[config.mk]
export PLATFORM = sky130hd
export DESIGN_NAME = handoff_cfg
export DESIGN_NICKNAME = d
export VERILOG_FILES = /design/src/common/handoff_cfg_pkg.sv /design/src/duty_floor.sv /design/src/handoff_cfg.sv
export SDC_FILE = /design/constraint.sdc
export NUM_CORES = 1
export LEC_CHECK = 0
export ABC_AREA = 1
export BUFFER_PORTS_ARGS = -buffer_cell sky130_fd_sc_hd__buf_2
export CAP_MARGIN = 20
export CORE_UTILIZATION = 40
export CTS_CLUSTER_DIAMETER = 120
export DETAILED_ROUTE_END_ITERATION = 8
export GPL_ROUTABILITY_DRIVEN = 0
export GPL_TIMING_DRIVEN = 0
export PLACE_DENSITY = 0.72
export SETUP_SLACK_MARGIN = 0.3
export SYNTH_ARGS = -nofsm -noshare
export SYNTH_HDL_FRONTEND = slang
export SYNTH_SLANG_ARGS = --single-unit
[constraint.sdc]
create_clock -name pclk -period 3.2 [get_ports pclk]
set_clock_uncertainty 0.15 [all_clocks]
set_input_delay 0 -clock pclk [delete_from_list [all_inputs] [get_ports pclk]]
set_output_delay 0 -clock pclk [all_outputs]
set_load 0.05 [all_outputs]
[src/common/handoff_cfg_pkg.sv]
/*
 * Shared constants, field layouts, types and decode functions for the
 * startup handoff configuration bank and its duty floor stage.
 * Assumes a single 200 MHz APB clock domain and 32-bit APB data.
 */
package handoff_cfg_pkg;

    // Register indices; byte address is four times the index.
    localparam logic [7:0]  IDX_STARTUP2   = 8'h85;
    localparam logic [7:0]  IDX_CLOSED1    = 8'h86;
    localparam logic [7:0]  IDX_STATUS     = 8'h87;
    localparam logic [11:0] ADDR_STARTUP2  = {2'h0, IDX_STARTUP2, 2'h0};
    localparam logic [11:0] ADDR_CLOSED1   = {2'h0, IDX_CLOSED1, 2'h0};
    localparam logic [11:0] ADDR_STATUS    = {2'h0, IDX_STATUS, 2'h0};

    // Field positions inside the second startup register.
    localparam int THR_LSB    = 8;
    localparam int AUTO_BIT   = 7;
    localparam int FIRST_BIT  = 6;
    localparam int MINDUTY_LSB = 2;

    // Reset values and writable masks; reserved bits read as zero.
    localparam logic [31:0] STARTUP2_RST  = 32'h0000_0000;
    localparam logic [31:0] CLOSED1_RST   = 32'h0000_0000;
    localparam logic [31:0] STARTUP2_MASK = 32'hFFFF_FFFC;
    localparam logic [31:0] CLOSED1_MASK  = 32'hFFFF_FFFE;

    // Duty values are in tenths of a percent; 1000 is full duty.
    localparam int DUTY_W = 10;
    localparam int HZ_W   = 16;
    localparam logic [DUTY_W-1:0] DUTY_ZERO = 10'h000;
    localparam logic [HZ_W-1:0]   HZ_ZERO   = 16'h0000;

    typedef enum logic [1:0] {ST_IDLE, ST_OPEN, ST_CLOSED} loop_state_t;

    // Decoded startup fields as the motor control logic consumes them.
    typedef struct packed {
        logic [4:0] loop_switch_speed_threshold;
        logic       auto_handoff;
        logic       initial_cycle_rate_choice;
        logic [3:0] min_duty_code;
    } startup_cfg_t;

    // Handoff speed code to electrical frequency in hertz.
    function automatic logic [HZ_W-1:0] thr_hz(input logic [4:0] code);
        logic [HZ_W-1:0] hz;
        hz = 16'h0001;
        case (code)
            5'h00: hz = 16'd1;    5'h01: hz = 16'd4;    5'h02: hz = 16'd8;
            5'h03: hz = 16'd12;   5'h04: hz = 16'd16;   5'h05: hz = 16'd20;
            5'h06: hz = 16'd24;   5'h07: hz = 16'd28;   5'h08: hz = 16'd32;
            5'h09: hz = 16'd36;   5'h0A: hz = 16'd40;   5'h0B: hz = 16'd45;
            5'h0C: hz = 16'd50;   5'h0D: hz = 16'd55;   5'h0E: hz = 16'd60;
            5'h0F: hz = 16'd65;   5'h10: hz = 16'd70;   5'h11: hz = 16'd75;
            5'h12: hz = 16'd80;   5'h13: hz = 16'd85;   5'h14: hz = 16'd90;
            5'h15: hz = 16'd100;  5'h16: hz = 16'd150;  5'h17: hz = 16'd200;
            5'h18: hz = 16'd250;  5'h19: hz = 16'd300;  5'h1A: hz = 16'd350;
            5'h1B: hz = 16'd400;  5'h1C: hz = 16'd450;  5'h1D: hz = 16'd500;
            5'h1E: hz = 16'd550;  default: hz = 16'd600;
        endcase
        return hz;
    endfunction

    // Minimum duty code to tenths of a percent.
    function automatic logic [DUTY_W-1:0] min_duty(input logic [3:0] code);
        logic [DUTY_W-1:0] d;
        d = 10'd15;
        case (code)
            4'h0: d = 10'd15;  4'h1: d = 10'd20;  4'h2: d = 10'd30;
            4'h3: d = 10'd40;  4'h4: d = 10'd50;  4'h5: d = 10'd60;
            4'h6: d = 10'd70;  4'h7: d = 10'd80;  4'h8: d = 10'd90;
            4'h9: d = 10'd100; 4'hA: d = 10'd120; 4'hB: d = 10'd150;
            4'hC: d = 10'd175; 4'hD: d = 10'd200; 4'hE: d = 10'd250;
            default: d = 10'd300;
        endcase
        return d;
    endfunction

endpackage

[src/duty_floor.sv]
/*
 * Output duty stage: raises the commanded duty to the programmed floor
 * while the motor runs and forces zero on a deliberate stop.
 * Assumes the command and floor code are synchronous to pclk.
 */
`timescale 1ns/1ps
module duty_floor
    import handoff_cfg_pkg::*;
(
    input  wire logic              pclk,        // Bus and logic clock.
    input  wire logic              presetn,     // Asynchronous reset, active low.
    input  wire logic              running,     // Motor is being driven.
    input  wire logic [DUTY_W-1:0] duty_cmd,    // Requested duty, 0.1 % units.
    input  wire logic [3:0]        floor_code,  // Minimum duty code.
    output logic      [DUTY_W-1:0] duty_out_q   // Applied duty, 0.1 % units.
);

    logic [DUTY_W-1:0] floor_val;
    logic [DUTY_W-1:0] duty_out_d;

    // A stop is the only way below the floor, so zero wins over the clamp.
    always_comb
    begin
        floor_val  = min_duty(floor_code);
        duty_out_d = DUTY_ZERO;
        if (running)
        begin
            duty_out_d = (duty_cmd < floor_val) ? floor_val : duty_cmd;
        end
    end

    // Registered so the driver sees a glitch-free duty word.
    always_ff @(posedge pclk or negedge presetn)
    begin
        if (!presetn)
            duty_out_q <= DUTY_ZERO;
        else
            duty_out_q <= duty_out_d;
    end

endmodule

[src/handoff_cfg.sv]
/*
 * Startup handoff configuration bank with its APB slave, the open to
 * closed loop handoff sequencer and the first cycle rate selection.
 * Assumes one 200 MHz clock, synchronous inputs, and an APB master that
 * holds each request until pready is seen high.
 */
//
// Contract
// - Five-bit handoff code decodes to a frequency threshold; switch at it.
// - Auto handoff clear uses threshold; set lets automatic logic pick.
// - Initial cycle choice: zero uses slow initial rate, one starts at 0 Hz.
// - Four-bit minimum duty code decodes 1.5 % up to 30 %.
// - Closed loop configuration word at index 86h, zero after reset.
`timescale 1ns/1ps
module handoff_cfg
    import handoff_cfg_pkg::*;
(
    input  wire logic              pclk,              // 200 MHz clock.
    input  wire logic              presetn,           // Asynchronous reset, active low.
    input  wire logic              psel,              // APB select.
    input  wire logic              penable,           // APB access phase.
    input  wire logic              pwrite,            // APB write when high.
    input  wire logic [11:0]       paddr,             // APB byte address.
    input  wire logic [31:0]       pwdata,            // APB write data.
    input  wire logic [3:0]        pstrb,             // APB byte strobes.
    output logic      [31:0]       prdata,            // APB read data.
    output logic                   pready,            // APB ready.
    output logic                   pslverr,           // APB error, unmapped address.
    input  wire logic              motor_run,         // Motor run request.
    input  wire logic [HZ_W-1:0]   elec_hz,           // Estimated electrical speed.
    input  wire logic              auto_handoff_ok,   // Automatic handoff point reached.
    input  wire logic [HZ_W-1:0]   slow_initial_rate, // Slow first cycle rate.
    input  wire logic [DUTY_W-1:0] duty_cmd,          // Requested duty.
    output logic                   closed_loop,       // Closed loop active.
    output logic [HZ_W-1:0]        initial_rate_hz,   // First cycle rate.
    output logic [DUTY_W-1:0]      duty_out,          // Applied duty.
    output logic [31:0]            closed_loop_cfg,   // Closed loop word.
    output startup_cfg_t           startup_cfg        // Decoded startup fields.
);

    logic [31:0]  startup_settings_second_q;
    logic [31:0]  closed_loop_config_one_q;
    logic [31:0]  prdata_q;
    logic [HZ_W-1:0] initial_rate_q;
    logic [HZ_W-1:0] thr_val;
    loop_state_t  state_q;
    loop_state_t  state_d;
    logic         hit_startup;
    logic         hit_closed;
    logic         hit_status;
    logic         wr_en;
    logic [31:0]  strobe_mask;
    logic [31:0]  status_word;

    // Address decode; anything else answers with an error.
    assign hit_startup = (paddr == ADDR_STARTUP2);
    assign hit_closed  = (paddr == ADDR_CLOSED1);
    assign hit_status  = (paddr == ADDR_STATUS);
    assign pready      = 1'b1;
    assign pslverr     = psel & penable & ~(hit_startup | hit_closed | hit_status);
    assign wr_en       = psel & penable & pwrite;
    assign strobe_mask = {{8{pstrb[3]}}, {8{pstrb[2]}}, {8{pstrb[1]}}, {8{pstrb[0]}}};
    assign prdata      = prdata_q;

    // Decoded field view of the startup register.
    assign startup_cfg.loop_switch_speed_threshold =
        startup_settings_second_q[THR_LSB+4:THR_LSB];
    assign startup_cfg.auto_handoff              = startup_settings_second_q[AUTO_BIT];
    assign startup_cfg.initial_cycle_rate_choice = startup_settings_second_q[FIRST_BIT];
    assign startup_cfg.min_duty_code = startup_settings_second_q[MINDUTY_LSB+3:MINDUTY_LSB];
    assign thr_val         = thr_hz(startup_cfg.loop_switch_speed_threshold);
    assign closed_loop_cfg = closed_loop_config_one_q;
    assign closed_loop     = (state_q == ST_CLOSED);
    assign initial_rate_hz = initial_rate_q;
    assign status_word     = {4'h0, thr_val, duty_out, closed_loop, state_q == ST_OPEN};

    // Startup settings; reserved low bits never store anything.
    always_ff @(posedge pclk or negedge presetn)
    begin
        if (!presetn)
            startup_settings_second_q <= STARTUP2_RST;
        else if (wr_en && hit_startup)
            startup_settings_second_q <= ((pwdata & strobe_mask)
                | (startup_settings_second_q & ~strobe_mask)) & STARTUP2_MASK;
    end

    // Closed loop word clears fully at reset; bit 0 is reserved.
    always_ff @(posedge pclk or negedge presetn)
    begin
        if (!presetn)
            closed_loop_config_one_q <= CLOSED1_RST;
        else if (wr_en && hit_closed)
            closed_loop_config_one_q <= ((pwdata & strobe_mask)
                | (closed_loop_config_one_q & ~strobe_mask)) & CLOSED1_MASK;
    end

    // Read data is captured in the setup cycle so the access phase needs no wait.
    always_ff @(posedge pclk or negedge presetn)
    begin
        if (!presetn)
            prdata_q <= 32'h0000_0000;
        else if (psel && !penable && !pwrite)
        begin
            if (hit_startup)
                prdata_q <= startup_settings_second_q;
            else if (hit_closed)
                prdata_q <= closed_loop_config_one_q;
            else if (hit_status)
                prdata_q <= status_word;
            else
                prdata_q <= 32'h0000_0000;
        end
    end

    // Handoff sequencer: open loop until the chosen switch point, then closed loop.
    always_comb
    begin
        state_d = state_q;
        case (state_q)
            ST_IDLE:
                if (motor_run)
                    state_d = ST_OPEN;
            ST_OPEN:
                if (!motor_run)
                    state_d = ST_IDLE;
                else if (startup_cfg.auto_handoff ? auto_handoff_ok
                                                  : (elec_hz >= thr_val))
                    state_d = ST_CLOSED;
            ST_CLOSED:
                if (!motor_run)
                    state_d = ST_IDLE;
            default:
                state_d = ST_IDLE;
        endcase
    end

    always_ff @(posedge pclk or negedge presetn)
    begin
        if (!presetn)
            state_q <= ST_IDLE;
        else
            state_q <= state_d;
    end

    // First cycle rate follows the selection; zero hertz lets the rotor align first.
    always_ff @(posedge pclk or negedge presetn)
    begin
        if (!presetn)
            initial_rate_q <= HZ_ZERO;
        else if (startup_cfg.initial_cycle_rate_choice)
            initial_rate_q <= HZ_ZERO;
        else
            initial_rate_q <= slow_initial_rate;
    end

    // Duty floor stage; a stopped sequencer counts as a deliberate stop.
    duty_floor u_floor
    (
        .pclk       (pclk),
        .presetn    (presetn),
        .running    (state_q != ST_IDLE),
        .duty_cmd   (duty_cmd),
        .floor_code (startup_cfg.min_duty_code),
        .duty_out_q (duty_out)
    );
endmodule

### Word level (Yosys, flattened, before mapping)

Memories as Yosys holds them, arrays and structs flattened.
Cells that the tools add are included.

* bits in registers: 121
* ROM bits: 464
* bits of input ports: 97
* memories: 2

* $lt $le $gt $ge: 2
* equality and inequality tests: 8
* muxes and demuxes: 12
* bitwise gates (word level): 12
* reductions and logical operators: 9

Memories
* (no name shown): words 32, bits a word 10, read ports 1, clocked after memory_dff 0, write ports 0, RTL line handoff_cfg_pkg.sv:48 `case (code)`
* (no name shown): words 16, bits a word 9, read ports 1, clocked after memory_dff 0, write ports 0, RTL line handoff_cfg_pkg.sv:68 `case (code)`

Operators with widths (number)
* $and A32 B32 Y32: 3
* $mux W32: 2
* $or A32 B32 Y32: 2
* $eq A12 B10 Y1 const B: 3
* $not A32 Y32: 1
* $mux W28: 1
* $mux W10: 2
* $ge A16 B16 Y1: 1
* $mux W16: 1
* $lt A10 B10 Y1: 1
* $mux W2: 4
* $pmux W2 S3: 1
* $logic_and A1 B1 Y1: 4
* $ne A2 B2 Y1 const B: 2
* $and A1 B1 Y1: 3
* $ne A3 B2 Y1 const B: 1
* $reduce_and A3 Y1: 1
* $eq A2 B1 Y1 const B: 1
* $eq A2 B2 Y1 const B: 1
* $logic_not A1 Y1: 2
* $logic_not A2 Y1: 1
* $or A1 B1 Y1: 2
* $reduce_bool A2 Y1: 1
* $mux W1: 1
* $not A1 Y1: 1

### Depth between registers and ports, before layout

An unclocked memory read counts as a cell.

* word-level depth: 6
* depth in mapped cells: 21
* mapped depth without buffers: 21

### By module

Synthesis repeated with hierarchy kept, for this count alone.

* cell total of the unflattened synthesis: 815
* area total of the unflattened synthesis: 6531.3 sq um

By module, submodules not included
* handoff_cfg: instances 1, cells an instance 672, area an instance 5552.8 sq um, sequential area each 2777.7 sq um
* duty_floor: instances 1, cells an instance 143, area an instance 978.4 sq um, sequential area each 250.2 sq um

### Least setup slack after synthesis

OpenSTA, ideal clock, no wires.

* kind: reg2reg
* start point: register (tool-made name)
* end point: register state_q[1]
* setup time: 0.117 ns
* data arrival time: 2.200 ns
* data required time: 2.933 ns
* slack: 0.732 ns
* cell stages (with the launch flop): 22
* buffers on the path: 0
* period minus slack after synthesis: 2.468 ns
* cells stage by stage: dfrtp_1 > inv_1 > ha_1 > inv_1 > nand2_1 > nand3_1 > nand3_1 > nand2_1 > inv_1 > ha_1 > nand2_1 > nor2_1 > nor2_1 > nand2_1 > nand2_1 > nand2_1 > nand2_1 > nand2_1 > nand2_1 > nand2_1 > nand2_1 > nand2_1

RTL lines
* end signal: assignment: RTL line handoff_cfg.sv:142 `state_q <= state_d;`
* end: declaration: RTL line handoff_cfg.sv:46 `loop_state_t state_q;`

==> impl_metrics.py <==
metrics = {
    "run_status": {
        "status": "complete, no violations",
    },
    "cells_and_area": {
        "utilization": 0.600,
        "n_antenna_cell": 0,
        "layout.nets": 1220,
        "seq_area_mm2": 0.00303,
        "drive_gt1_frac": 0.289,
        "stdcell_count": 1318,
        "final_cell_area_mm2": 0.00923,
        "area_growth_pct": 44.4,
        "multi_input_comb_area_mm2": 0.00272,
        "n_fill_cell": 1320,
    },
    "synthesis": {
        "syn_nets": 907,
        "netlist_instances": 781,
        "synth_area_mm2": 0.00639,
        "ys_seq_area_frac": 0.474,
        "synth_flop_cell": "dfrtp_1",
        "synth-edff-count": 0,
        "yosys_warnings": 0,
        "ys_types": 42,
        "ys_seq_elements": 121,
        "avgSynthCellArea_um2": 8.18,
        "ys_async_sr_fraction": 1.00,
    },
    "job": {
        "maxCapViolations": 0,
    },
    "clock_network": {
        "clk_latency_ps": 420,
        "cts_buffers": 17,
        "clk_path_buf_depth": 2,
        "cts_root_buf": "clkbuf_16",
        "clock_sinks": 121,
        "htree_levels": 4,
        "cts_tree": "yes",
        "clkTransAtPathRegs_ps": 60,
    },
    "timing": {
        "totalNegativeSetupSlack_ps": 0,
        "final_max_slew_viol_count": 0,
        "fin_crit_sh": 0.847,
        "setup_viol": 0,
        "final.setup.worst_slack_ps": 490,
        "min_period_ps": 2710,
        "whs_ps": 5.41,
        "rsz0062_at_grt": "yes",
        "relSlewSlack": 0.599,
        "clock.fmax_ghz": 0.369,
        "worst_pin_slew_ps": 601,
        "hold_viol": 0,
    },
    "routing": {
        "vias": 6479,
        "dr.pass1.iters": 5,
        "via_per_inst": 4.92,
        "drc": 0,
        "postRouteAntennaNets": 0,
        "drt_iter0_drc": 402,
        "wl_per_cell_um": 15.7,
        "wirelength_mm": 20.7,
    },
    "global_routing": {
        "antenna_found_initial": 0,
        "grt_pass1_vias": 6569,
        "grt-ovfl-total": 0,
        "grt_first_pass_wirelength_mm": 32.8,
        "track_usage": 0.262,
        "grt_max_degree": 65,
    },
    "critical_path": {
        "cp_max_fo": 10,
        "crit_type": "primary input to register",
        "worstPathRequired_ps": 3350,
        "arrival_ps": 2860,
        "start_kind": "primary input",
        "worstSetupEndpointType": "register",
    },
    "placement": {
        "place_ws_ps": 141,
        "dp.cells": 1190,
        "io_buffers": 197,
        "place_area_mm2": 0.00767,
        "hpwl_mm": 13.7,
    },
    "power_and_ir_drop": {
        "cellLeakagePower_nw": 4.97,
        "p_per_area_mw_per_mm2": 458,
        "ir_drop_uv": 347,
        "total_power_mw": 4.23,
    },
    "floorplan": {
        "start_util": 0.416,
        "dieWidth_um": 128,
        "coreArea_mm2": 0.0154,
        "die-area_mm2": 0.0165,
        "fp.dieH_um": 128,
        "rows": 45,
        "ios": 201,
    },
    "min_path": {
        "hold_class": "primary input to register",
    },
}
## layout make-up
type / count / share of cell area
sequential: 121 / 0.329
multi-input combinational: 510 / 0.295
clock inverter: 15 / 0.0165
clock buffer: 17 / 0.0461
inverter: 108 / 0.0442
tap: 211 / 0.0286
buffer: 42 / 0.0289
timing repair buffer: 294 / 0.212
## worst paths after layout
kind                                         endpoint  slack [ps]  cells after the start  startpoint
worst min-delay path                        prdata[0]           5                      5    paddr[3]
worst min register to register              prdata[7]         320                      2   prdata[7]
max in group asynchronous                  prdata[20]        1880                      4     presetn
worst max register to register  u_floor.duty_out_q[0]         520                     14    register
worst max-delay path                         register         490                     11    paddr[2]
min in group asynchronous                   prdata[7]         430                      3     presetn
## cell usage after synthesis, drive strengths merged, types with 5 or more instances
library cell / instances / area (um2)
nand2: 206 / 781
a31oi: 5 / 31.3
o21ai: 82 / 433
dfrtp: 121 / 3030
inv: 108 / 405
a21oi: 30 / 154
o211ai: 13 / 97.6
nor2: 67 / 273
nand3: 36 / 223
ha: 29 / 363
a2bb2oi: 15 / 131
buf: 36 / 244
clkbuf: 6 / 22.5
## power breakdown
group          internal, mW  switching, mW
Clock                  1.14          0.730
Sequential             1.61         0.0428
Combinational         0.231          0.480
## cells in the final DEF (no fill, tap or decap), drive strengths merged, types with 3 or more instances in the layout
cell	instances
nor2	67
nand2	206
nor3	4
o21ai	82
dlygate4sd3	83
a21oi	30
nand3	36
clkinv	7
a31oi	5
a2bb2oi	15
clkbuf	23
o211ai	13
ha	29
or2	4
buf	247
dfrtp	121
clkinvlp	5
inv	109
a21boi	3
## timing repair
action                                 4_1_cts  5_1_grt
buffers inserted                             0       12
setup endpoints to repair                    2       11
gates resized for setup                      3       14
hold buffers                                84        0
pin swaps                                    0        2
endpoints found under the hold margin      213        0
## metal layers
layer	global-route usage	up-vias	routed length, um
met2	0.440	261	9860
met5	0	-	0
met1	0.321	3042	8910
met3	0.0661	50	1360
met4	0.111	0	613
li1	-	3126	-
## cells by family (layout without fill, tap and decap cells)
family / after synthesis / count (layout) / share of synthesized area
DFF: 121 / 121 / 0.474
buffers and inverters: 150 / 476 / 0.105
other: 2 / 2 / 0.00118
and+or+nand+nor: 322 / 322 / 0.216
AOI/OAI and AO/OA: 157 / 157 / 0.147
adders and majority gates: 29 / 29 / 0.0568
## worst max-delay path, stage by stage
cell and delay (ps):
dlygate4sd3_1 550, buf_2 150, nor2_2 130, nand2_2 80, nor3_4 340, buf_6 230, nand3_4 110, nor2_1 90
dlygate4sd3_1 570, a21oi_2 40, dlygate4sd3_1 550
Power figures use the tool's default switching activity.
